==> config.mk <==
export PLATFORM = sky130hd
export DESIGN_NAME = p3sc_port3
export DESIGN_NICKNAME = d
export VERILOG_FILES = /design/src/p3sc_pkg.sv /design/src/p3sc_port3.sv
export SDC_FILE = /design/constraint.sdc
export NUM_CORES = 1
export LEC_CHECK = 0
export BUFFER_PORTS_ARGS = -buffer_cell sky130_fd_sc_hd__clkbuf_2
export CAP_MARGIN = 20
export CORE_MARGIN = 2
export CORE_UTILIZATION = 53
export CTS_BUF_LIST = sky130_fd_sc_hd__clkbuf_8
export CTS_CLUSTER_DIAMETER = 50
export DETAILED_ROUTE_END_ITERATION = 6
export PLACE_DENSITY = 0.73
export SLEW_MARGIN = 40
export SYNTH_ARGS = -nofsm -noshare
export SYNTH_HDL_FRONTEND = slang
export SYNTH_SLANG_ARGS = --single-unit
export TNS_END_PERCENT = 10
==> constraint.sdc <==
create_clock -name clk_in -period 5.3 [get_ports clk_in]
set_clock_uncertainty 0.05 [all_clocks]
set_input_delay 1.06 -clock clk_in [delete_from_list [all_inputs] [get_ports clk_in]]
set_output_delay 1.06 -clock clk_in [all_outputs]
set_load 0.01 [all_outputs]
==> src/p3sc_pkg.sv <==
// Shared constants and types for the port 3 serial and control line block
package p3sc_pkg;

  // Receiver and transmitter run on 16 counter/timer 0 ticks per bit
  localparam logic [3:0] P3SC_TICK_LAST = 4'hf;
  localparam logic [3:0] P3SC_TICK_MID = 4'h7;
  localparam logic [3:0] P3SC_TICK_RESET = 4'h0;

  // Transmit frame: start, eight data, two stops, sent bit 0 first
  localparam int unsigned P3SC_TX_FRAME_BITS = 11;
  localparam logic [3:0] P3SC_TX_BIT_LAST = 4'ha;
  localparam logic [3:0] P3SC_TX_BIT_PARITY = 4'h8;
  localparam logic [3:0] P3SC_TX_BIT_STOP = 4'h9;
  localparam logic [3:0] P3SC_TX_BIT_RESET = 4'h0;
  localparam logic [10:0] P3SC_TX_SHIFT_RESET = 11'h7ff;

  localparam logic [2:0] P3SC_RX_BIT_LAST = 3'h7;
  localparam logic [2:0] P3SC_RX_BIT_RESET = 3'h0;
  localparam logic [7:0] P3SC_BYTE_RESET = 8'h00;

  // Idle level of every line and of the synchroniser stages
  localparam logic [3:0] P3SC_LINES_IDLE = 4'hf;
  localparam logic P3SC_LINE_IDLE = 1'b1;
  localparam logic P3SC_PULSE_RESET = 1'b0;

  typedef struct packed {
    logic serial_en;
    logic parity_en;
    logic port_zero_hs_en;
    logic port_two_hs_en;
    logic port_two_bit_seven_is_out;
    logic dm_en;
    logic timer_out_en;
  } p3sc_cfg_type;

  typedef enum logic {P3SC_TX_IDLE, P3SC_TX_SEND} p3sc_tx_state_type;
  typedef enum logic [1:0] {P3SC_RX_IDLE, P3SC_RX_START, P3SC_RX_DATA, P3SC_RX_STOP}
    p3sc_rx_state_type;

endpackage

==> src/p3sc_port3.sv <==
// Port 3 fixed lines with serial transmitter, receiver and control line muxing
// Behaviour
// RULE1 - Eight lines: lines 0-3 are inputs, lines 4-7 outputs, never turned.
// RULE2 - With serial selected, line 0 receives and line 7 transmits.
// RULE3 - Lines carry handshakes, external interrupts, timer in/out, data memory select.
// RULE4 - Port 2 handshake uses input line 1 and output line 6.
// RULE5 - Port 2 bit 7 direction picks data-available versus ready roles.
// RULE6 - Full duplex asynchronous serial, bit rate from counter/timer 0.
// RULE7 - Transmitter adds one start bit and two stop bits itself.
// RULE8 - Exactly eight data bits sent, parity or not.
// RULE9 - Odd parity option replaces the eighth transmitted bit.
// RULE10 - Transmit interrupt raised after every transmitted character.
// RULE11 - Frames carry start, eight data, one or more stops; all accepted.
// RULE12 - With parity, received bit 7 holds the odd parity error flag.
// RULE13 - Each received character raises the receive interrupt, shared with line 0.
// RULE14 - Data memory select on line 4: high for program, low for data loads.
// RULE15 - Software keeps counter/timer 0 in 8-bit mode while serial runs.
// RULE16 - Line 0 external interrupt triggers on a falling edge.
// RULE17 - LSB first; idle and stop bits high, start bit low.
// RULE18 - Receiver finds start edge, samples bits at mid-period on timer ticks.
module p3sc_port3 (
  input wire logic clk_in,
  input wire logic rst_in,
  input wire p3sc_pkg::p3sc_cfg_type cfg_in,
  input wire logic [7:4] port_latch_in,
  input wire logic counter_timer_zero_tick_in,
  input wire logic tx_start_in,
  input wire logic [7:0] tx_data_in,
  output logic tx_busy_out,
  output logic [7:0] rx_data_out,
  output logic rx_valid_out,
  input wire logic program_memory_load_in,
  input wire logic data_memory_load_in,
  input wire logic port_zero_hs_drive_in,
  input wire logic port_two_hs_drive_in,
  input wire logic timer_out_in,
  input wire logic serial_in_line_in,
  input wire logic input_line_one_in,
  input wire logic input_line_two_in,
  input wire logic input_line_three_in,
  output logic output_line_four_out,
  output logic output_line_five_out,
  output logic output_line_six_out,
  output logic serial_out_line_out,
  output logic [3:0] input_lines_out,
  output logic port_two_data_available_n_out,
  output logic port_two_ready_out,
  output logic port_zero_hs_out,
  output logic timer_in_out,
  output logic ext_irq_line_one_out,
  output logic ext_irq_line_two_out,
  output logic ext_irq_line_three_out,
  output logic receive_irq_out,
  output logic transmit_irq_out
);

  logic [3:0] pins;
  logic [3:0] sync1_ff;
  logic [3:0] sync2_ff;
  logic [3:0] sync3_ff;
  logic [3:0] filt_ff;
  logic [3:0] filt_d_ff;
  logic [3:0] fall;
  logic tick;

  p3sc_pkg::p3sc_tx_state_type tx_state_ff;
  logic [10:0] tx_shift_ff;
  logic [7:0] tx_byte_ff;
  logic [3:0] tx_tick_ff;
  logic [3:0] tx_bit_ff;
  logic tx_accept;
  logic tx_done;
  logic tx_line;
  logic tx_bit_seven;

  p3sc_pkg::p3sc_rx_state_type rx_state_ff;
  logic [7:0] rx_shift_ff;
  logic [3:0] rx_tick_ff;
  logic [2:0] rx_bit_ff;
  logic rx_done;
  logic rx_parity_err;

  // Input lines only; outputs are never read back as inputs
  assign pins = {input_line_three_in, input_line_two_in, input_line_one_in,
    serial_in_line_in}; // see RULE1
  assign tick = counter_timer_zero_tick_in; // see RULE6

  // Three-stage synchroniser; a change counts once stages two and three agree
  genvar gi;
  generate
    for (gi = 0; gi < 4; gi++)
    begin : g_sync
      always_ff @(posedge clk_in or posedge rst_in)
      begin
        if (rst_in)
        begin
          sync1_ff[gi] <= p3sc_pkg::P3SC_LINE_IDLE;
          sync2_ff[gi] <= p3sc_pkg::P3SC_LINE_IDLE;
          sync3_ff[gi] <= p3sc_pkg::P3SC_LINE_IDLE;
          filt_ff[gi] <= p3sc_pkg::P3SC_LINE_IDLE;
          filt_d_ff[gi] <= p3sc_pkg::P3SC_LINE_IDLE;
        end
        else
        begin
          sync1_ff[gi] <= pins[gi];
          sync2_ff[gi] <= sync1_ff[gi];
          sync3_ff[gi] <= sync2_ff[gi];
          if (sync2_ff[gi] == sync3_ff[gi])
          begin
            filt_ff[gi] <= sync3_ff[gi];
          end
          filt_d_ff[gi] <= filt_ff[gi];
        end
      end
      assign fall[gi] = filt_d_ff[gi] & ~filt_ff[gi];
    end
  endgenerate

  assign input_lines_out = filt_ff;
  assign timer_in_out = filt_ff[1]; // see RULE3
  assign port_zero_hs_out = filt_ff[2]; // see RULE3
  // Port 2 bit 7 as input: line 1 brings data-available; as output: line 1 brings ready
  assign port_two_data_available_n_out = (cfg_in.port_two_hs_en &&
    !cfg_in.port_two_bit_seven_is_out) ? filt_ff[1] : p3sc_pkg::P3SC_LINE_IDLE; // see RULE5
  assign port_two_ready_out = cfg_in.port_two_hs_en && cfg_in.port_two_bit_seven_is_out &&
    filt_ff[1]; // see RULE4

  // Transmitter
  assign tx_accept = (tx_state_ff == p3sc_pkg::P3SC_TX_IDLE) && tx_start_in && cfg_in.serial_en;
  assign tx_done = (tx_state_ff == p3sc_pkg::P3SC_TX_SEND) && tick &&
    (tx_tick_ff == p3sc_pkg::P3SC_TICK_LAST) && (tx_bit_ff == p3sc_pkg::P3SC_TX_BIT_LAST);
  assign tx_bit_seven = cfg_in.parity_en ? ~^tx_data_in[6:0] : tx_data_in[7]; // see RULE9
  assign tx_line = (tx_state_ff == p3sc_pkg::P3SC_TX_SEND) ? tx_shift_ff[0] :
    p3sc_pkg::P3SC_LINE_IDLE; // see RULE17
  assign tx_busy_out = (tx_state_ff == p3sc_pkg::P3SC_TX_SEND);

  always_ff @(posedge clk_in or posedge rst_in)
  begin
    if (rst_in)
    begin
      tx_state_ff <= p3sc_pkg::P3SC_TX_IDLE;
      tx_shift_ff <= p3sc_pkg::P3SC_TX_SHIFT_RESET;
      tx_byte_ff <= p3sc_pkg::P3SC_BYTE_RESET;
      tx_tick_ff <= p3sc_pkg::P3SC_TICK_RESET;
      tx_bit_ff <= p3sc_pkg::P3SC_TX_BIT_RESET;
    end
    else
    begin
      case (tx_state_ff)
        p3sc_pkg::P3SC_TX_IDLE:
        begin
          if (tx_accept)
          begin
            // Stops, eight data bits, start; shifted out from bit 0
            tx_shift_ff <= {2'b11, tx_bit_seven, tx_data_in[6:0], 1'b0}; // see RULE7, RULE8
            tx_byte_ff <= {tx_bit_seven, tx_data_in[6:0]};
            tx_tick_ff <= p3sc_pkg::P3SC_TICK_RESET;
            tx_bit_ff <= p3sc_pkg::P3SC_TX_BIT_RESET;
            tx_state_ff <= p3sc_pkg::P3SC_TX_SEND;
          end
        end
        default:
        begin
          if (tick)
          begin
            if (tx_tick_ff == p3sc_pkg::P3SC_TICK_LAST)
            begin
              tx_tick_ff <= p3sc_pkg::P3SC_TICK_RESET;
              if (tx_bit_ff == p3sc_pkg::P3SC_TX_BIT_LAST)
              begin
                tx_state_ff <= p3sc_pkg::P3SC_TX_IDLE;
              end
              else
              begin
                tx_bit_ff <= tx_bit_ff + 4'h1;
                tx_shift_ff <= {1'b1, tx_shift_ff[10:1]}; // see RULE17
              end
            end
            else
            begin
              tx_tick_ff <= tx_tick_ff + 4'h1;
            end
          end
        end
      endcase
    end
  end

  // Receiver
  assign rx_done = (rx_state_ff == p3sc_pkg::P3SC_RX_STOP) && tick &&
    (rx_tick_ff == p3sc_pkg::P3SC_TICK_LAST);
  assign rx_parity_err = ~^rx_shift_ff; // see RULE12

  always_ff @(posedge clk_in or posedge rst_in)
  begin
    if (rst_in)
    begin
      rx_state_ff <= p3sc_pkg::P3SC_RX_IDLE;
      rx_shift_ff <= p3sc_pkg::P3SC_BYTE_RESET;
      rx_tick_ff <= p3sc_pkg::P3SC_TICK_RESET;
      rx_bit_ff <= p3sc_pkg::P3SC_RX_BIT_RESET;
      rx_data_out <= p3sc_pkg::P3SC_BYTE_RESET;
      rx_valid_out <= p3sc_pkg::P3SC_PULSE_RESET;
    end
    else
    begin
      rx_valid_out <= rx_done;
      if (rx_done)
      begin
        rx_data_out <= {cfg_in.parity_en ? rx_parity_err : rx_shift_ff[7],
          rx_shift_ff[6:0]}; // see RULE12
      end
      case (rx_state_ff)
        p3sc_pkg::P3SC_RX_IDLE:
        begin
          if (fall[0] && cfg_in.serial_en)
          begin
            rx_tick_ff <= p3sc_pkg::P3SC_TICK_RESET;
            rx_state_ff <= p3sc_pkg::P3SC_RX_START; // see RULE18
          end
        end
        p3sc_pkg::P3SC_RX_START:
        begin
          if (tick)
          begin
            if (rx_tick_ff == p3sc_pkg::P3SC_TICK_MID)
            begin
              // A glitch shorter than half a bit is dropped
              rx_tick_ff <= p3sc_pkg::P3SC_TICK_RESET;
              rx_bit_ff <= p3sc_pkg::P3SC_RX_BIT_RESET;
              rx_state_ff <= filt_ff[0] ? p3sc_pkg::P3SC_RX_IDLE : p3sc_pkg::P3SC_RX_DATA;
            end
            else
            begin
              rx_tick_ff <= rx_tick_ff + 4'h1;
            end
          end
        end
        default:
        begin
          if (tick)
          begin
            if (rx_tick_ff == p3sc_pkg::P3SC_TICK_LAST)
            begin
              rx_tick_ff <= p3sc_pkg::P3SC_TICK_RESET;
              if (rx_state_ff == p3sc_pkg::P3SC_RX_DATA)
              begin
                rx_shift_ff <= {filt_ff[0], rx_shift_ff[7:1]}; // see RULE17, RULE18
                rx_bit_ff <= rx_bit_ff + 3'h1;
                if (rx_bit_ff == p3sc_pkg::P3SC_RX_BIT_LAST)
                begin
                  rx_state_ff <= p3sc_pkg::P3SC_RX_STOP;
                end
              end
              else
              begin
                // First stop done; further stop bits are plain idle time
                rx_state_ff <= p3sc_pkg::P3SC_RX_IDLE; // see RULE11
              end
            end
            else
            begin
              rx_tick_ff <= rx_tick_ff + 4'h1;
            end
          end
        end
      endcase
    end
  end

  // Output lines, each a flop
  always_ff @(posedge clk_in or posedge rst_in)
  begin
    if (rst_in)
    begin
      output_line_four_out <= p3sc_pkg::P3SC_LINE_IDLE;
      output_line_five_out <= p3sc_pkg::P3SC_LINE_IDLE;
      output_line_six_out <= p3sc_pkg::P3SC_LINE_IDLE;
      serial_out_line_out <= p3sc_pkg::P3SC_LINE_IDLE;
    end
    else
    begin
      output_line_four_out <= cfg_in.dm_en ? !data_memory_load_in : port_latch_in[4]; // see RULE14
      output_line_five_out <= cfg_in.port_zero_hs_en ? port_zero_hs_drive_in :
        port_latch_in[5]; // see RULE3
      if (cfg_in.port_two_hs_en)
      begin
        output_line_six_out <= port_two_hs_drive_in; // see RULE4
      end
      else if (cfg_in.timer_out_en)
      begin
        output_line_six_out <= timer_out_in; // see RULE3
      end
      else
      begin
        output_line_six_out <= port_latch_in[6];
      end
      serial_out_line_out <= cfg_in.serial_en ? tx_line : port_latch_in[7]; // see RULE2
    end
  end

  // Interrupt request pulses
  always_ff @(posedge clk_in or posedge rst_in)
  begin
    if (rst_in)
    begin
      ext_irq_line_one_out <= p3sc_pkg::P3SC_PULSE_RESET;
      ext_irq_line_two_out <= p3sc_pkg::P3SC_PULSE_RESET;
      ext_irq_line_three_out <= p3sc_pkg::P3SC_PULSE_RESET;
      receive_irq_out <= p3sc_pkg::P3SC_PULSE_RESET;
      transmit_irq_out <= p3sc_pkg::P3SC_PULSE_RESET;
    end
    else
    begin
      ext_irq_line_one_out <= fall[1];
      ext_irq_line_two_out <= fall[2];
      ext_irq_line_three_out <= fall[3];
      receive_irq_out <= (fall[0] && !cfg_in.serial_en) || rx_done; // see RULE13, RULE16
      transmit_irq_out <= tx_done; // see RULE10
    end
  end
endmodule

* Word-level counts from Yosys, hierarchy flattened
Index checks and enable logic that the tools add are counted.
** Word-level totals
- Output and inout port bits :: 27
- Logic and storage cells :: 152
- Flip-flop bits (word level) :: 75
** Operators by class
- Eq/ne operators :: 19
- Reduce and logical (&&, ||, !) cells :: 31
- Mux-type cells :: 48
- Bitwise logic cells :: 11
- Add/subtract/negate cells :: 4
** Operators by type and width (count)
- 11-bit two-way mux :: 5
- 4-bit two-way mux :: 13
- 2-bit two-way mux :: 8
- 3-bit two-way mux :: 5
- 1-bit two-way mux :: 14
- 4-bit by 1-bit adder with 4-bit output (second input constant) :: 3
- 4-bit equality test (second input constant) :: 3
- 1-bit logical AND :: 12
- 2-bit inequality test (second input constant) :: 5
- 4-bit case mux with 2 select lines :: 1
- 4-bit AND reduction :: 2
- 2-bit nonzero test :: 4
- 8-bit XNOR reduction :: 1
- 1-bit inverter :: 7
- 7-bit XNOR reduction :: 1
- 3-bit case mux with 2 select lines :: 1
- 6-bit AND reduction :: 1
- 5-bit AND reduction :: 1
- 1-bit AND :: 4
- 1-bit equality test :: 4
- 2-bit equality test (second input constant) :: 2
- 4-bit by 3-bit equality test with 1-bit output (second input constant) :: 1
- 4-bit by 1-bit inequality test with 1-bit output (second input constant) :: 1
- 2-bit case mux with 2 select lines :: 1
- other kinds (11) :: 13

* Depth between registers and ports, before layout
- Depth in word-level cells :: 6
- Mapped depth :: 8

* Worst setup path before layout
No wires, ideal clock.
- Kind :: input-to-output
- From :: in cfg_in[2] (netlist name)
- To :: out port_two_ready_out
- Cell stages on the path :: 1
- Data arrival time :: 1.240 ns
- Path slack :: 2.950 ns
- Cell sequence :: and3_1
** Between the ends
- Word-level cells in the longest chain between the ends :: 2
** RTL lines
- start, declared :: line p3sc_port3.sv:24 : input wire p3sc_pkg::p3sc_cfg_type cfg_in,
- 1-bit logical AND (2 in series) :: line p3sc_port3.sv:125 : assign port_two_ready_out = cfg_in.port_two_hs_en && cfg_in.port_two_bit_seven_is_out &&
- end, declared :: line p3sc_port3.sv:47 : output logic port_two_ready_out,
Every way passes these cells.

* Worst setup path after layout
- From :: in cfg_in[3] (netlist name)
- To :: out port_two_ready_out
Same word-level chain as after synthesis.

==> results_dict.tcl <==
set metrics [dict create \
    vias_per_cell 5.16 \
    swShare_pct 29.0 \
    die_h_um 81.7 \
    grt_max_degree 74 \
    cpPeakStageDelay_ns 0.14 \
    clock_tree.root_cell "clkbuf_8" \
    drt_iter0_drc 118 \
    num_vias 2047 \
    seq_area_frac_synth_pct 58.4 \
    period_share_pct 47.8 \
    final_area_um2 3740 \
    p_switching_uw 454 \
    synth_top_area_share_pct 31.3 \
    filler_cell_count 477 \
    synth_area_leaders "dfrtp_1, dfstp_2, mux2_2" \
    clock_sinks 73 \
    finalWirelength_um 5200 \
    p_leak_uw 0.00185 \
    detail_route.wl_per_cell_um 13.1 \
    cts_resized 0 \
    placed_cells 381 \
    fin_cells 397 \
    areaGrowthSynthToFinish_pct 16.9 \
    grtUsageTotal_pct 17.6 \
    first_pass_iters 4 \
    utilization_pct 63.5 \
    postCtsHoldBufs 0 \
    antenna_found_initial 0 \
    fin_hold_ws_ns 0.307 \
    drc 0 \
    cp.required_ns 4.19 \
    max_freq_ghz 0.395 \
    grt_overflow 0 \
    rsz0062_at_grt "no" \
    path_class "in2out" \
    synth.largest_area_cell "dfrtp_1" \
    report.final.slew_viol_count 0 \
    period_minus_slack_ns 2.53 \
    die_w_um 81.7 \
    core_region_area_um2 5890 \
    hold_violations 0 \
    clk_path_buf_depth 2 \
    port_buffers 57 \
    final_common_cell "clkbuf_2" \
    mostFrequentLayoutCells "clkbuf_2, dfrtp_1, dfstp_2" \
    ys_ff_latch 73 \
    power.share.clock_pct 29.1 \
    avgSynthCellArea_um2 12.4 \
    synth.net_count 299 \
    cp.arrival_ns 1.42 \
    tns_ns 0 \
    tritoncts "built" \
    path_common_cell "clkbuf_2" \
    cp_max_fo 4 \
    grt_pass1_vias 1956 \
    grt_pass1_wl_um 8810 \
    gp_congestion 0.780 \
    worst_pin_slew_ns 0.676 \
    cts_setup_buffers 0 \
    power.density_nw_per_um2 419 \
    diodes 0 \
    clk_pin_slew_ns 0.07 \
    ant_nets 0 \
    layout-drive-gt1-share_pct 39.8 \
    start_util_pct 54.3 \
    drv_cap 0 \
    clk_latency_ns 0.34 \
    worstSetupEndpointType "output port" \
    rows 28 \
    synthDistinctLibCells 45 \
    yosysWarningCount 0 \
    p_int_uw 1110 \
    synthFlopType "dfrtp_1" \
    numCtsBuffers 9 \
    nets 359 \
    placedInstanceArea_um2 3530 \
    slew_headroom_pct 54.8 \
    seq_power_share_pct 49.8 \
    dp_hpwl_um 3580 \
    outcome "finished clean" \
    io_pins 59 \
    ys_async_sr_fraction_pct 100 \
    synth-edff-count 0 \
    syn-cell-area_um2 3200 \
    cp_slowest_cell "and3_1" \
    max-vdd-ir-drop_uv 268 \
    startpoint_type "input pin" \
    die_area_um2 6670 \
    finalSetupViolations 0 \
    htreeDepth 3 \
    netlist_instances 257 \
    combinationalPowerShare_pct 21.1 \
    min_path_type "reg2reg" \
    path_cells "clkbuf_2 > and3_1 > clkbuf_2" \
]
## cell families after synthesis
kind of cell | share of synthesized area [%]
DFF | 58.4
and+or+nand+nor | 12.5
AOI/OAI and AO/OA | 6.69
muxes | 9.16
buffers and inverters | 3.37
xor gates and xnor gates | 4.70
adders and majority gates | 5.17
## synth_stat cells (3+ instances only)
library cell,instances
xnor2_1,6
dfstp_2,33
nand3b_1,5
nand3_1,11
inv_1,13
nor2b_1,4
xor2_1,6
o21ai_0,18
and3_1,4
nor3_1,3
mux2i_1,9
dfrtp_1,40
ha_1,10
a21oi_1,3
nand2_1,20
nand4_1,3
nand2b_1,4
mux2_2,17
maj3_1,4
nor2_1,8
## area by class of cell
type / count / area, µm² / area share, %
inverters: 13 / 48.8 / 1.31
flip-flops and latches: 73 / 1870 / 50.0
clock inverters: 7 / 86.3 / 2.31
multi-input cells: 162 / 1220 / 32.7
repair buffers: 58 / 297 / 7.93
clock buffers: 9 / 124 / 3.31
well taps: 75 / 93.8 / 2.51
## through the flow
step	total power, µW	setup slack [ns]
after global placement	1100	2.65
after CTS	1590	2.76
final	1570	2.77
after global routing	1680	2.71
after floorplan	1040	2.39
after detailed placement	1120	2.67
## power groups by stage
stage               combinational (µW)  clock, µW  sequential, µW
detailed placement                 335          0             787
floorplan                          272          0             768
global placement                   318          0             783
finish                             330        456             781
CTS                                335        471             780
global route                       384        496             798
## critical path: cells and delay by family
family / cells / cell delay [ns]
buf+inv: 2 / 0.22
simple gates: 1 / 0.14
## flip-flops by register name, indices dropped and copies added, names as in the netlist, 2 cells and up
register and cells:
rx_bit_ff 3, rx_state_ff 2, tx_shift_ff 9, rx_data_out 8, tx_tick_ff 4, input_lines_out 2
sync3_ff 4, sync2_ff 4, filt_d_ff 4, rx_tick_ff 4, tx_bit_ff 4, sync1_ff 4
rx_shift_ff 8
## metal layers
layer  vias to the layer above  wire length (µm)  GRT usage [%]
met5                         -                 0              0
met4                         0               116           9.67
met3                        13               215           4.07
met2                        35              2460           26.9
met1                       986              2400           23.4
li1                       1013                 -              -
## path summary, 6_finish.rpt
kind,from,to,slack [ns],cells after the start
setup / recovery,cfg_in[3],port_two_ready_out,2.77,3
hold / removal,sync1_ff[0]$_DFF_PP1_,sync2_ff[0]$_DFF_PP1_,0.31,0
setup reg to reg,rx_tick_ff[0]$_DFFE_PP0P_,rx_data_out[7]$_DFFE_PP0P_,3.25,5
hold reg to reg,sync1_ff[0]$_DFF_PP1_,sync2_ff[0]$_DFF_PP1_,0.31,0
max in group asynchronous,rst_in,ext_irq_line_two_out$_DFF_PP0_,3.94,3
min in group asynchronous,rst_in,ext_irq_line_one_out$_DFF_PP0_,0.80,3
No activity file was read; power rests on OpenSTA's default activity.
